[config.mk]
export PLATFORM = sky130hd
export DESIGN_NAME = mip_prioritizer
export DESIGN_NICKNAME = d
export VERILOG_FILES = /design/src/inc/mip_pkg.sv /design/src/hdl/mip_prioritizer.sv /design/src/hdl/mip_flag.sv
export SDC_FILE = /design/constraint.sdc
export NUM_CORES = 1
export LEC_CHECK = 0
export BUFFER_PORTS_ARGS = -buffer_cell sky130_fd_sc_hd__clkbuf_2
export CAP_MARGIN = 10
export CORE_ASPECT_RATIO = 1.2
export CORE_MARGIN = 1.5
export CORE_UTILIZATION = 55
export CTS_CLUSTER_SIZE = 10
export DETAILED_ROUTE_END_ITERATION = 6
export GPL_ROUTABILITY_DRIVEN = 0
export GPL_TIMING_DRIVEN = 1
export HOLD_SLACK_MARGIN = 0.08
export PLACE_DENSITY = 0.79
export SLEW_MARGIN = 20
export SYNTH_ARGS = -nofsm -noshare
export SYNTH_HDL_FRONTEND = slang
export SYNTH_HIERARCHICAL = 1
export SYNTH_SLANG_ARGS = --single-unit
[constraint.sdc]
create_clock -name mclk -period 5.95 [get_ports mclk]
set_input_delay 0.8925 -clock mclk [delete_from_list [all_inputs] [get_ports mclk]]
set_output_delay 0.8925 -clock mclk [all_outputs]
set_load 0.05 [all_outputs]
[src/inc/mip_pkg.sv]
// package of the interrupt prioritizer: register map, field positions, sources, vectors
// assumes a 32-bit APB master and a core that acknowledges the vector it takes
package mip_pkg;
	localparam int MIP_NSRC = 12;
	localparam int MIP_AW = 8;
	// register byte offsets
	localparam logic [7:0] MIP_OFS_TIMER_CTRL = 8'h00;
	localparam logic [7:0] MIP_OFS_SERIAL_CTRL = 8'h04;
	localparam logic [7:0] MIP_OFS_TIMER2_CTRL = 8'h08;
	localparam logic [7:0] MIP_OFS_PIN_CFG = 8'h0C;
	localparam logic [7:0] MIP_OFS_PWR_FLAG = 8'h10;
	localparam logic [7:0] MIP_OFS_ESTAT_LOW = 8'h14;
	localparam logic [7:0] MIP_OFS_ESTAT_MID = 8'h18;
	localparam logic [7:0] MIP_OFS_ESTAT_HIGH = 8'h1C;
	localparam logic [7:0] MIP_OFS_ENABLE = 8'h20;
	localparam logic [7:0] MIP_OFS_LEVEL = 8'h24;
	localparam logic [7:0] MIP_OFS_VECTOR = 8'h28;
	localparam logic [7:0] MIP_OFS_ISTAT = 8'h2C;
	localparam logic [7:0] MIP_OFS_IMASK = 8'h30;
	// timer control fields
	localparam int MIP_TC_EXT0_MODE = 0;
	localparam int MIP_TC_EXT0_FLAG = 1;
	localparam int MIP_TC_EXT1_MODE = 2;
	localparam int MIP_TC_EXT1_FLAG = 3;
	localparam int MIP_TC_TMR0_FLAG = 5;
	localparam int MIP_TC_TMR1_FLAG = 7;
	// serial, timer 2, power monitor, energy fields
	localparam int MIP_SC_RX_FLAG = 0;
	localparam int MIP_SC_TX_FLAG = 1;
	localparam int MIP_T2_EXT_FLAG = 6;
	localparam int MIP_T2_OVF_FLAG = 7;
	localparam int MIP_PM_FLAG = 6;
	localparam int MIP_ES_DSP_FLAG = 7;
	// pin configuration fields
	localparam int MIP_PC_PIN0_GATE = 0;
	localparam int MIP_PC_PIN1_GATE = 6;
	// interrupt status fields
	localparam int MIP_IS_ACK = 0;
	localparam int MIP_IS_BLOCKED = 1;
	// vector register fields
	localparam int MIP_VR_INDEX_LSB = 16;
	localparam int MIP_VR_VALID = 31;
	// polling positions
	localparam logic [3:0] MIP_SRC_PWR = 4'h0;
	localparam logic [3:0] MIP_SRC_RTC = 4'h1;
	localparam logic [3:0] MIP_SRC_DSP = 4'h2;
	localparam logic [3:0] MIP_SRC_WDT = 4'h3;
	localparam logic [3:0] MIP_SRC_TEMP = 4'h4;
	localparam logic [3:0] MIP_SRC_EXT0 = 4'h5;
	localparam logic [3:0] MIP_SRC_TMR0 = 4'h6;
	localparam logic [3:0] MIP_SRC_EXT1 = 4'h7;
	localparam logic [3:0] MIP_SRC_TMR1 = 4'h8;
	localparam logic [3:0] MIP_SRC_SBUS = 4'h9;
	localparam logic [3:0] MIP_SRC_UART = 4'hA;
	localparam logic [3:0] MIP_SRC_TMR2 = 4'hB;
	// vector addresses by polling position
	localparam logic [15:0] MIP_VECTOR_TABLE [MIP_NSRC] = '{
		16'h0043, 16'h0053, 16'h004B, 16'h005B, 16'h0033, 16'h0003,
		16'h000B, 16'h0013, 16'h001B, 16'h003B, 16'h0023, 16'h002B};
	// reset values
	localparam logic [7:0] MIP_RST_BYTE = 8'h00;
	localparam logic [11:0] MIP_RST_SRC = 12'h000;
	localparam logic [1:0] MIP_RST_IS = 2'h0;
	localparam logic [15:0] MIP_RST_VEC = 16'h0000;
endpackage

[src/hdl/mip_prioritizer.sv]
// interrupt prioritizer: source flags, pin gating, fixed polling within two priority levels, vector to core, APB registers
// assumes APB master on mclk, event inputs as one-cycle pulses, core acks the index it took
//
// The APB slave port and the placing of the registers were left to the implementer.
module mip_prioritizer
	import mip_pkg::*;
(
	// clock and reset
	input wire logic mclk,
	input wire logic rst_b,
	// apb slave
	input wire logic psel,
	input wire logic penable,
	input wire logic pwrite,
	input wire logic [MIP_AW-1:0] paddr,
	input wire logic [31:0] pwdata,
	output logic [31:0] prdata,
	output logic pready,
	output logic pslverr,
	// peripheral events
	input wire logic power_monitor_request,
	input wire logic clock_calendar_request,
	input wire logic [23:0] energy_dsp_request,
	input wire logic watchdog_overflow_request,
	input wire logic temperature_adc_request,
	input wire logic ext_irq_pin_a,
	input wire logic ext_irq_pin_b,
	input wire logic timer0_overflow_flag,
	input wire logic timer1_overflow_flag,
	input wire logic serial_bus_request,
	input wire logic transmit_done_flag,
	input wire logic receive_done_flag,
	input wire logic timer2_overflow_flag,
	input wire logic timer2_external_flag,
	// core side
	output logic int_valid,
	output logic [15:0] int_vector,
	output logic [3:0] int_index,
	input wire logic int_ack,
	input wire logic [3:0] int_ack_index,
	// interrupt line
	output logic irq
);
	logic wr_cycle, rd_cycle, hit;
	logic [7:0] wb;
	logic [7:0] timer_control_reg, serial_control_reg, timer2_control_reg;
	logic [7:0] power_monitor_flag_reg, energy_status_low, energy_status_mid, energy_status_high;
	logic [11:0] latch_q, ack_vec, req, pend, cand;
	logic [1:0] istat_q;
	logic [7:0] tc_set, tc_clr, sc_set, t2_set, pm_set;
	logic [11:0] lat_set;
	logic [1:0] is_set;
	logic pin0_gate_bit, pin1_gate_bit, ext0_level, ext1_level, fall_a, fall_b;
	// plain registers
	logic [7:0] irq_pin_config_reg, irq_pin_config_next;
	logic [11:0] enable_reg, enable_next, level_reg, level_next;
	logic [1:0] imask_reg, imask_next;
	logic pin_a_reg, pin_a_next, pin_b_reg, pin_b_next;
	// selection state
	logic sel_valid_reg, sel_valid_next;
	logic [3:0] sel_index_reg, sel_index_next;
	logic [15:0] vector_reg, vector_next;
	logic [11:0] cand_reg;

	assign wr_cycle = psel & penable & pwrite;
	assign rd_cycle = psel & penable & ~pwrite;
	assign wb = pwdata[7:0];
	assign pready = 1'b1;
	assign ack_vec = int_ack ? (12'h001 << int_ack_index) : MIP_RST_SRC;

	always_comb
	begin
		case (paddr)
			MIP_OFS_TIMER_CTRL, MIP_OFS_SERIAL_CTRL, MIP_OFS_TIMER2_CTRL, MIP_OFS_PIN_CFG,
			MIP_OFS_PWR_FLAG, MIP_OFS_ESTAT_LOW, MIP_OFS_ESTAT_MID, MIP_OFS_ESTAT_HIGH,
			MIP_OFS_ENABLE, MIP_OFS_LEVEL, MIP_OFS_VECTOR, MIP_OFS_ISTAT, MIP_OFS_IMASK: hit = 1'b1;
			default: hit = 1'b0;
		endcase
	end
	assign pslverr = psel & penable & ~hit;

	assign pin0_gate_bit = irq_pin_config_reg[MIP_PC_PIN0_GATE];
	assign pin1_gate_bit = irq_pin_config_reg[MIP_PC_PIN1_GATE];
	assign fall_a = pin_a_reg & ~ext_irq_pin_a;
	assign fall_b = pin_b_reg & ~ext_irq_pin_b;
	assign ext0_level = pin0_gate_bit & ~ext_irq_pin_a;
	assign ext1_level = pin1_gate_bit & ~ext_irq_pin_b;

	always_comb
	begin
		tc_set = MIP_RST_BYTE;
		tc_clr = MIP_RST_BYTE;
		tc_set[MIP_TC_EXT0_FLAG] = timer_control_reg[MIP_TC_EXT0_MODE] ? (fall_a & pin0_gate_bit) : ext0_level;
		tc_set[MIP_TC_EXT1_FLAG] = timer_control_reg[MIP_TC_EXT1_MODE] ? (fall_b & pin1_gate_bit) : ext1_level;
		tc_set[MIP_TC_TMR0_FLAG] = timer0_overflow_flag;
		tc_set[MIP_TC_TMR1_FLAG] = timer1_overflow_flag;
		tc_clr[MIP_TC_EXT0_FLAG] = timer_control_reg[MIP_TC_EXT0_MODE] ? ack_vec[MIP_SRC_EXT0] : 1'b1;
		tc_clr[MIP_TC_EXT1_FLAG] = timer_control_reg[MIP_TC_EXT1_MODE] ? ack_vec[MIP_SRC_EXT1] : 1'b1;
		tc_clr[MIP_TC_TMR0_FLAG] = ack_vec[MIP_SRC_TMR0];
		tc_clr[MIP_TC_TMR1_FLAG] = ack_vec[MIP_SRC_TMR1];
		sc_set = MIP_RST_BYTE;
		sc_set[MIP_SC_RX_FLAG] = receive_done_flag;
		sc_set[MIP_SC_TX_FLAG] = transmit_done_flag;
		t2_set = MIP_RST_BYTE;
		t2_set[MIP_T2_OVF_FLAG] = timer2_overflow_flag;
		t2_set[MIP_T2_EXT_FLAG] = timer2_external_flag;
		pm_set = MIP_RST_BYTE;
		pm_set[MIP_PM_FLAG] = power_monitor_request;
		lat_set = MIP_RST_SRC;
		lat_set[MIP_SRC_RTC] = clock_calendar_request;
		lat_set[MIP_SRC_WDT] = watchdog_overflow_request;
		lat_set[MIP_SRC_TEMP] = temperature_adc_request;
		lat_set[MIP_SRC_SBUS] = serial_bus_request;
		is_set = MIP_RST_IS;
		is_set[MIP_IS_ACK] = int_ack;
		is_set[MIP_IS_BLOCKED] = (fall_a & ~pin0_gate_bit) | (fall_b & ~pin1_gate_bit);
	end

	mip_flag #(.WIDTH(8)) u_timer_control_reg (.mclk(mclk), .rst_b(rst_b),
		.wr_en(wr_cycle && paddr == MIP_OFS_TIMER_CTRL), .wr_data(wb),
		.hw_set(tc_set), .hw_clr(tc_clr), .flag_q(timer_control_reg));
	mip_flag #(.WIDTH(8)) u_serial_control_reg (.mclk(mclk), .rst_b(rst_b),
		.wr_en(wr_cycle && paddr == MIP_OFS_SERIAL_CTRL), .wr_data(wb),
		.hw_set(sc_set), .hw_clr(MIP_RST_BYTE), .flag_q(serial_control_reg));
	mip_flag #(.WIDTH(8)) u_timer2_control_reg (.mclk(mclk), .rst_b(rst_b),
		.wr_en(wr_cycle && paddr == MIP_OFS_TIMER2_CTRL), .wr_data(wb),
		.hw_set(t2_set), .hw_clr(MIP_RST_BYTE), .flag_q(timer2_control_reg));
	mip_flag #(.WIDTH(8)) u_psmf (.mclk(mclk), .rst_b(rst_b),
		.wr_en(wr_cycle && paddr == MIP_OFS_PWR_FLAG), .wr_data(wb),
		.hw_set(pm_set), .hw_clr(MIP_RST_BYTE), .flag_q(power_monitor_flag_reg));
	mip_flag #(.WIDTH(8)) u_estl (.mclk(mclk), .rst_b(rst_b),
		.wr_en(wr_cycle && paddr == MIP_OFS_ESTAT_LOW), .wr_data(energy_status_low & wb),
		.hw_set(energy_dsp_request[7:0]), .hw_clr(MIP_RST_BYTE), .flag_q(energy_status_low));
	mip_flag #(.WIDTH(8)) u_estm (.mclk(mclk), .rst_b(rst_b),
		.wr_en(wr_cycle && paddr == MIP_OFS_ESTAT_MID), .wr_data(energy_status_mid & wb),
		.hw_set(energy_dsp_request[15:8]), .hw_clr(MIP_RST_BYTE), .flag_q(energy_status_mid));
	mip_flag #(.WIDTH(8)) u_esth (.mclk(mclk), .rst_b(rst_b),
		.wr_en(wr_cycle && paddr == MIP_OFS_ESTAT_HIGH), .wr_data(energy_status_high & wb),
		.hw_set(energy_dsp_request[23:16]), .hw_clr(MIP_RST_BYTE), .flag_q(energy_status_high));
	// hidden pending latches, cleared only by ack
	mip_flag #(.WIDTH(12)) u_latch (.mclk(mclk), .rst_b(rst_b),
		.wr_en(1'b0), .wr_data(MIP_RST_SRC),
		.hw_set(lat_set), .hw_clr(ack_vec), .flag_q(latch_q));
	mip_flag #(.WIDTH(2)) u_istat (.mclk(mclk), .rst_b(rst_b),
		.wr_en(wr_cycle && paddr == MIP_OFS_ISTAT), .wr_data(istat_q & ~pwdata[1:0]),
		.hw_set(is_set), .hw_clr(MIP_RST_IS), .flag_q(istat_q));
	assign irq = |(istat_q & imask_reg);

	always_comb
	begin
		req = MIP_RST_SRC;
		req[MIP_SRC_PWR] = power_monitor_flag_reg[MIP_PM_FLAG];
		req[MIP_SRC_RTC] = latch_q[MIP_SRC_RTC];
		req[MIP_SRC_DSP] = |{energy_status_high, energy_status_mid, energy_status_low};
		req[MIP_SRC_WDT] = latch_q[MIP_SRC_WDT];
		req[MIP_SRC_TEMP] = latch_q[MIP_SRC_TEMP];
		req[MIP_SRC_EXT0] = timer_control_reg[MIP_TC_EXT0_FLAG];
		req[MIP_SRC_TMR0] = timer_control_reg[MIP_TC_TMR0_FLAG];
		req[MIP_SRC_EXT1] = timer_control_reg[MIP_TC_EXT1_FLAG];
		req[MIP_SRC_TMR1] = timer_control_reg[MIP_TC_TMR1_FLAG];
		req[MIP_SRC_SBUS] = latch_q[MIP_SRC_SBUS];
		req[MIP_SRC_UART] = serial_control_reg[MIP_SC_TX_FLAG] | serial_control_reg[MIP_SC_RX_FLAG];
		req[MIP_SRC_TMR2] = timer2_control_reg[MIP_T2_OVF_FLAG] | timer2_control_reg[MIP_T2_EXT_FLAG];
	end
	assign pend = req & enable_reg;
	assign cand = (|(pend & level_reg)) ? (pend & level_reg) : pend;

	always_comb
	begin
		sel_valid_next = |cand;
		sel_index_next = MIP_SRC_PWR;
		for (int i = MIP_NSRC - 1; i >= 0; i--)
		begin
			if (cand[i])
				sel_index_next = 4'(i);
		end
		vector_next = sel_valid_next ? MIP_VECTOR_TABLE[sel_index_next] : MIP_RST_VEC;
	end

	always_ff @(posedge mclk or negedge rst_b)
	begin
		if (!rst_b)
		begin
			sel_valid_reg <= 1'b0;
			sel_index_reg <= MIP_SRC_PWR;
			vector_reg <= MIP_RST_VEC;
			cand_reg <= MIP_RST_SRC;
		end
		else
		begin
			sel_valid_reg <= sel_valid_next;
			sel_index_reg <= sel_index_next;
			vector_reg <= vector_next;
			cand_reg <= cand;
		end
	end
	assign int_valid = sel_valid_reg;
	assign int_index = sel_index_reg;
	assign int_vector = vector_reg;

	always_comb
	begin
		irq_pin_config_next = irq_pin_config_reg;
		enable_next = enable_reg;
		level_next = level_reg;
		imask_next = imask_reg;
		pin_a_next = ext_irq_pin_a;
		pin_b_next = ext_irq_pin_b;
		if (wr_cycle)
		begin
			case (paddr)
				MIP_OFS_PIN_CFG: irq_pin_config_next = wb;
				MIP_OFS_ENABLE: enable_next = pwdata[11:0];
				MIP_OFS_LEVEL: level_next = pwdata[11:0];
				MIP_OFS_IMASK: imask_next = pwdata[1:0];
				default: ;
			endcase
		end
	end

	always_ff @(posedge mclk or negedge rst_b)
	begin
		if (!rst_b)
		begin
			irq_pin_config_reg <= MIP_RST_BYTE;
			enable_reg <= MIP_RST_SRC;
			level_reg <= MIP_RST_SRC;
			imask_reg <= MIP_RST_IS;
			pin_a_reg <= 1'b1;
			pin_b_reg <= 1'b1;
		end
		else
		begin
			irq_pin_config_reg <= irq_pin_config_next;
			enable_reg <= enable_next;
			level_reg <= level_next;
			imask_reg <= imask_next;
			pin_a_reg <= pin_a_next;
			pin_b_reg <= pin_b_next;
		end
	end

	always_comb
	begin
		prdata = 32'h0000_0000;
		if (rd_cycle)
		begin
			case (paddr)
				MIP_OFS_TIMER_CTRL: prdata[7:0] = timer_control_reg;
				MIP_OFS_SERIAL_CTRL: prdata[7:0] = serial_control_reg;
				MIP_OFS_TIMER2_CTRL: prdata[7:0] = timer2_control_reg;
				MIP_OFS_PIN_CFG: prdata[7:0] = irq_pin_config_reg;
				MIP_OFS_PWR_FLAG: prdata[7:0] = power_monitor_flag_reg;
				MIP_OFS_ESTAT_LOW: prdata[7:0] = energy_status_low;
				MIP_OFS_ESTAT_MID: prdata[7:0] = energy_status_mid;
				MIP_OFS_ESTAT_HIGH: prdata[7:0] = energy_status_high;
				MIP_OFS_ENABLE: prdata[11:0] = enable_reg;
				MIP_OFS_LEVEL: prdata[11:0] = level_reg;
				MIP_OFS_VECTOR:
				begin
					prdata[15:0] = vector_reg;
					prdata[MIP_VR_INDEX_LSB +: 4] = sel_index_reg;
					prdata[MIP_VR_VALID] = sel_valid_reg;
				end
				MIP_OFS_ISTAT: prdata[1:0] = istat_q;
				MIP_OFS_IMASK: prdata[1:0] = imask_reg;
				default: ;
			endcase
		end
	end
endmodule

[src/hdl/mip_flag.sv]
// sticky flag group: software load, hardware clear, hardware set wins
// assumes set and clear pulses synchronous to mclk
module mip_flag
	import mip_pkg::*;
#(
	parameter int WIDTH = 8
)(
	// clock and reset
	input wire logic mclk,
	input wire logic rst_b,
	// software load
	input wire logic wr_en,
	input wire logic [WIDTH-1:0] wr_data,
	// hardware events
	input wire logic [WIDTH-1:0] hw_set,
	input wire logic [WIDTH-1:0] hw_clr,
	// flag state
	output logic [WIDTH-1:0] flag_q
);
	logic [WIDTH-1:0] flag_reg;
	logic [WIDTH-1:0] flag_next;

	always_comb
	begin
		flag_next = wr_en ? wr_data : flag_reg;
		flag_next = (flag_next & ~hw_clr) | hw_set;
	end

	always_ff @(posedge mclk or negedge rst_b)
	begin
		if (!rst_b)
			flag_reg <= '0;
		else
			flag_reg <= flag_next;
	end

	assign flag_q = flag_reg;
endmodule

==> After elaboration in Yosys (flattened, before gate mapping) <==
Memories as Yosys holds them, arrays and structs flattened.
Cells that the tools add are included.
{ "totals": {"ff_bits": 127, "romBits": 320, "input_bits": 87, "out_inout_bits": 56, "wordCells": 132, "n_memories": 2} }
{ "classes": {"n_lt_le_gt_ge": 1, "eq_ne": 12, "shift": 1, "mux": 37, "bitwise_logic": 43, "reduce_logical": 18} }
{ "memory_table": {"columns": ["name", "words", "word_bits", "rd", "rd_ports_with_merged_regs", "wr", "line", "text"], "rows": [
  ["(name not given)", 16, 16, 1, 0, 0, "mip_prioritizer.sv:177", "vector_next = sel_valid_next ? MIP_VECTOR_TABLE[sel_index_next] : MIP_RST_VEC;"],
  ["(name not given)", 64, 1, 1, 0, 0, "mip_prioritizer.sv:73", "case (paddr)"]
]} }
{ "op_table": {"columns": ["operator", "n"], "rows": [
  ["6-bit case mux with 11 select lines", 1],
  ["8-bit 2-to-1 mux", 8],
  ["16-bit 2-to-1 mux", 3],
  ["4-bit 2-to-1 mux", 12],
  ["8-bit by 6-bit equality test with 1-bit output, second input constant", 5],
  ["8-bit OR", 5],
  ["12-bit bitwise AND", 3],
  ["8-bit bitwise AND", 4],
  ["8-bit by 5-bit equality test with 1-bit output, second input constant", 4],
  ["2-bit case mux with 13 select lines", 1],
  ["12-bit 2-to-1 mux", 2],
  ["12-bit OR reduction", 2],
  ["24-bit OR reduction", 1],
  ["20-bit 2-to-1 mux", 1],
  ["8-bit by 4-bit equality test with 1-bit output, second input constant", 2],
  ["1-bit bitwise AND", 12],
  ["12-bit inverter", 1],
  ["12-bit by 10-bit OR with 12-bit output", 1],
  ["4-bit case mux with 3 select lines", 1],
  ["1-bit by 4-bit left shift with 12-bit output, first input constant", 1],
  ["8-bit by 3-bit equality test with 1-bit output, second input constant", 1],
  ["1-bit logical AND", 8],
  ["8-bit zero test", 1],
  ["8-bit inverter", 1],
  ["other kinds (14)", 31]
]} }

==> Depth between registers and ports, before layout <==
{ "logic_depth": {"ltp_word": 22, "mapped_depth": 13, "mapped_depth_nobuf": 11} }

==> By module <==
The synthesis kept the hierarchy.
{ "modules_own_cells": {"columns": ["module", "instances", "cells_per_inst", "area_per_inst_um2", "seq_area_each_um2"], "rows": [
  ["mip_prioritizer", 1, 401, 3548.4, 1128.6],
  ["mip_flag (u_esth ...)", 7, 25, 351.6, 200.2],
  ["mip_flag (u_latch)", 1, 37, 521.8, 300.3],
  ["mip_flag (u_istat)", 1, 6, 85.1, 50.0]
]} }

==> Worst setup path after synthesis <==
No wires, ideal clock.
{ "synth_timing": {"kind": "input to output", "startpoint": "in paddr[1]", "endpoint": "out prdata[6]", "arrival_ns": 2.826, "required_ns": 5.058, "setup_slack_ns": 2.232, "stages": 7, "path_buffers": 1, "path_cell_list": "nor3_1 -> nand2b_1 -> nor2_1 -> clkbuf_1 -> a22oi_1 -> and3_1 -> a21oi_1"} }
{ "synth_via": {"elab_chain_cells": 3, "elab_cells_between_ends": 13, "classes_between": "10 x eq/ne; 2 x mux; 1 x reduce/logical"} }
{ "synth_lines": {"columns": ["element", "line", "text"], "rows": [
  ["from (decl)", "mip_prioritizer.sv:15", "input wire logic [MIP_AW-1:0] paddr,"],
  ["8-bit by 6-bit equality test with 1-bit output (tied with other cells)", "mip_prioritizer.sv:248", "case (paddr)"],
  ["6-bit case mux with 11 select lines *", "mip_prioritizer.sv:248", null],
  ["20-bit 2-to-1 mux *", "mip_prioritizer.sv:246", "if (rd_cycle)"],
  ["to (decl)", "mip_prioritizer.sv:17", "output logic [31:0] prdata,"]
]} }
Mark *: on every way between the ends. The rest lies on a longest branch, timed or not.

==> Worst setup path in the final report <==
{ "layout_timing": {"startpoint": "in paddr[1]", "endpoint": "out prdata[3]"} }
Same word-level chain as after synthesis.

==> flow_summary.toml <==
[outcome]
outcome = "finished clean"

[critical_path]
cp_cell_sequence = "clkbuf_2 > nor3_1 > nand2b_1 > nor2_1 > a221oi_1 > and3_1 > a21oi_1 > clkbuf_2"
path_depth = 8
crit_path_start_kind = "input pin"
critPathArrivalTime_ns = 3.30
critPathBufInv = 2
cp-startpoint = "paddr[1]"
critical_path_class = "in -> out"
end_kind = "output pin"
critPathCapture = "prdata[3]"
path_delay_family = "simple AND/OR/NAND/NOR gates"
r2r_end = "int_vector[5]$_DFF_PN0_"
cp_slowest_cell = "nor2_1"
crit_path_frequent_cell = "clkbuf_2"
slowest_delay_ns = 0.88
path_max_fanout = 13
ff2ff_path_depth = 10
r2r-start = "u_estl/flag_q[5]$_DFF_PN0_"
cp.required_ns = 5.06
reg2reg_setup_slack_ns = 2.35

[global_routing]
grt_pass1_vias = 5279
overflow = 0
grt_use_total = 0.296
grt_pass1_wl_um = 27200
antenna_found_initial = 0
grt_max_degree = 57

[sta]
rsz0062_at_grt = "no"
hold_viol_final = 0
tightest_slew_ns = 1.13
period_minus_slack_ns = 4.19
whs_ns = 0.508
fin_crit_sh = 0.705
setup_viol = 0
max_clock_freq_ghz = 0.238
slew_headroom = 0.245
slew_violations = 0
tns_ns = 0
fin_worst_skew_ns = 0.00801

[pwr]
p_leak_nw = 3.31
ir_worst_vdd_uv = 155
p_per_area_mw_per_mm2 = 222

[hold_path]
min_path_type = "reg -> reg"

[finish]
fillers = 889
layout_commonest_cell = "conb_1"
drive_gt1_frac = 0.209
area_delta_synth_final_pct = 16.3
diodes = 0
finalCoreUtilization = 0.659
nets = 848
most-common-layout-cells = "conb_1, dfrtp_1, clkbuf_2"
regArea_mm2 = 0.00268
stdcell_area_mm2 = 0.00727
multiInputGateArea_mm2 = 0.00361

[cts]
clkLatencyLatePin_ns = 0.35
cts_resized = 0
cts_inserted_buffers = 9
clkSinkCount = 107
cts_tree = "done"
htreeDepth = 3
cts_root_buf = "clkbuf_16"
cts_buffer_depth = 2
postCtsSetupBuffers = 0
cts.clk_slew.worst_paths_ns = 0.06
cts_hold_buffers = 0

[synth]
syn-cell-area_mm2 = 0.00625
yosysWarnings = 6
syn_area_per_cell_um2 = 10.6
syn_inst = 590

[die]
row_count = 42
core-area_mm2 = 0.0110
io_pins = 143
start_util = 0.567
dieArea_mm2 = 0.0120
die_h_um = 120
die_w_um = 100

[detailed_routing]
route.vias.total = 5293
drc = 0
wire_per_inst_um = 18.7
first_pass_iters = 6
first_iter_violations = 387
routed_wl_um = 16700
vias_per_cell = 5.92
postRouteAntennaNets = 0

[placement]
hpwl_um = 12500
portBuffers = 96
place_area_mm2 = 0.00696

[flow_run]
cap_violations = 0
==> cell type report <==
| type | instances | share of cell area |
|---|---|---|
| flip-flops and latches | 107 | 0.368 |
| well taps | 132 | 0.0227 |
| inverters | 6 | 0.00310 |
| multi-input cells | 536 | 0.496 |
| clock buffers | 15 | 0.0382 |
| clock inverters | 1 | 0.00413 |
| repair buffers | 97 | 0.0674 |
==> per-stage QoR <==
step	worst slack (ns)	instances	total power [mW]
floorplan	2.23	696	0.946
global placement	1.83	878	1.00
CTS	1.82	894	1.62
global route	1.56	894	1.68
detailed placement	1.87	878	1.01
finish	1.76	894	1.61
==> worst reg2reg max path, cell delays in order (launching register included) <==
cell and delay, ns:
dfrtp_1 0.45, or4_1 0.60, nor2_1 0.24, and2_1 0.40, o221ai_1 0.19, a221o_1 0.35, a311oi_1 0.35, o21ai_0 0.20
ha_1 0.23, or3b_1 0.36, a21oi_1 0.15
==> power by group <==
group / total [mW] / internal [mW] / switching (mW)
Sequential: 0.801 / 0.763 / 0.0377
Clock: 0.612 / 0.362 / 0.251
Combinational: 0.200 / 0.0649 / 0.135
==> routing by layer <==
metal	global-route usage	part of all wire	vias up
met5	0	0	-
met4	0.136	0.043	0
met3	0.0431	0.075	54
met2	0.505	0.50	268
met1	0.369	0.38	2560
li1	-	-	2411
==> how the worst min path moves through the flow <==
stage | end | depth (start not counted) | slack [ns] | startpoint
4_1_cts | irq_pin_config_reg[2]$_DFFE_PN0P_ | 1 | 0.51 | irq_pin_config_reg[2]$_DFFE_PN0P_
3_3_place_gp | irq_pin_config_reg[2]$_DFFE_PN0P_ | 1 | 0.49 | irq_pin_config_reg[2]$_DFFE_PN0P_
5_1_grt | irq_pin_config_reg[2]$_DFFE_PN0P_ | 1 | 0.53 | irq_pin_config_reg[2]$_DFFE_PN0P_
2_1_floorplan | irq_pin_config_reg[7]$_DFFE_PN0P_ | 1 | 0.48 | irq_pin_config_reg[7]$_DFFE_PN0P_
6_report | irq_pin_config_reg[2]$_DFFE_PN0P_ | 1 | 0.51 | irq_pin_config_reg[2]$_DFFE_PN0P_
3_5_place_dp | irq_pin_config_reg[2]$_DFFE_PN0P_ | 1 | 0.49 | irq_pin_config_reg[2]$_DFFE_PN0P_
Power figures use the tool's default switching activity.
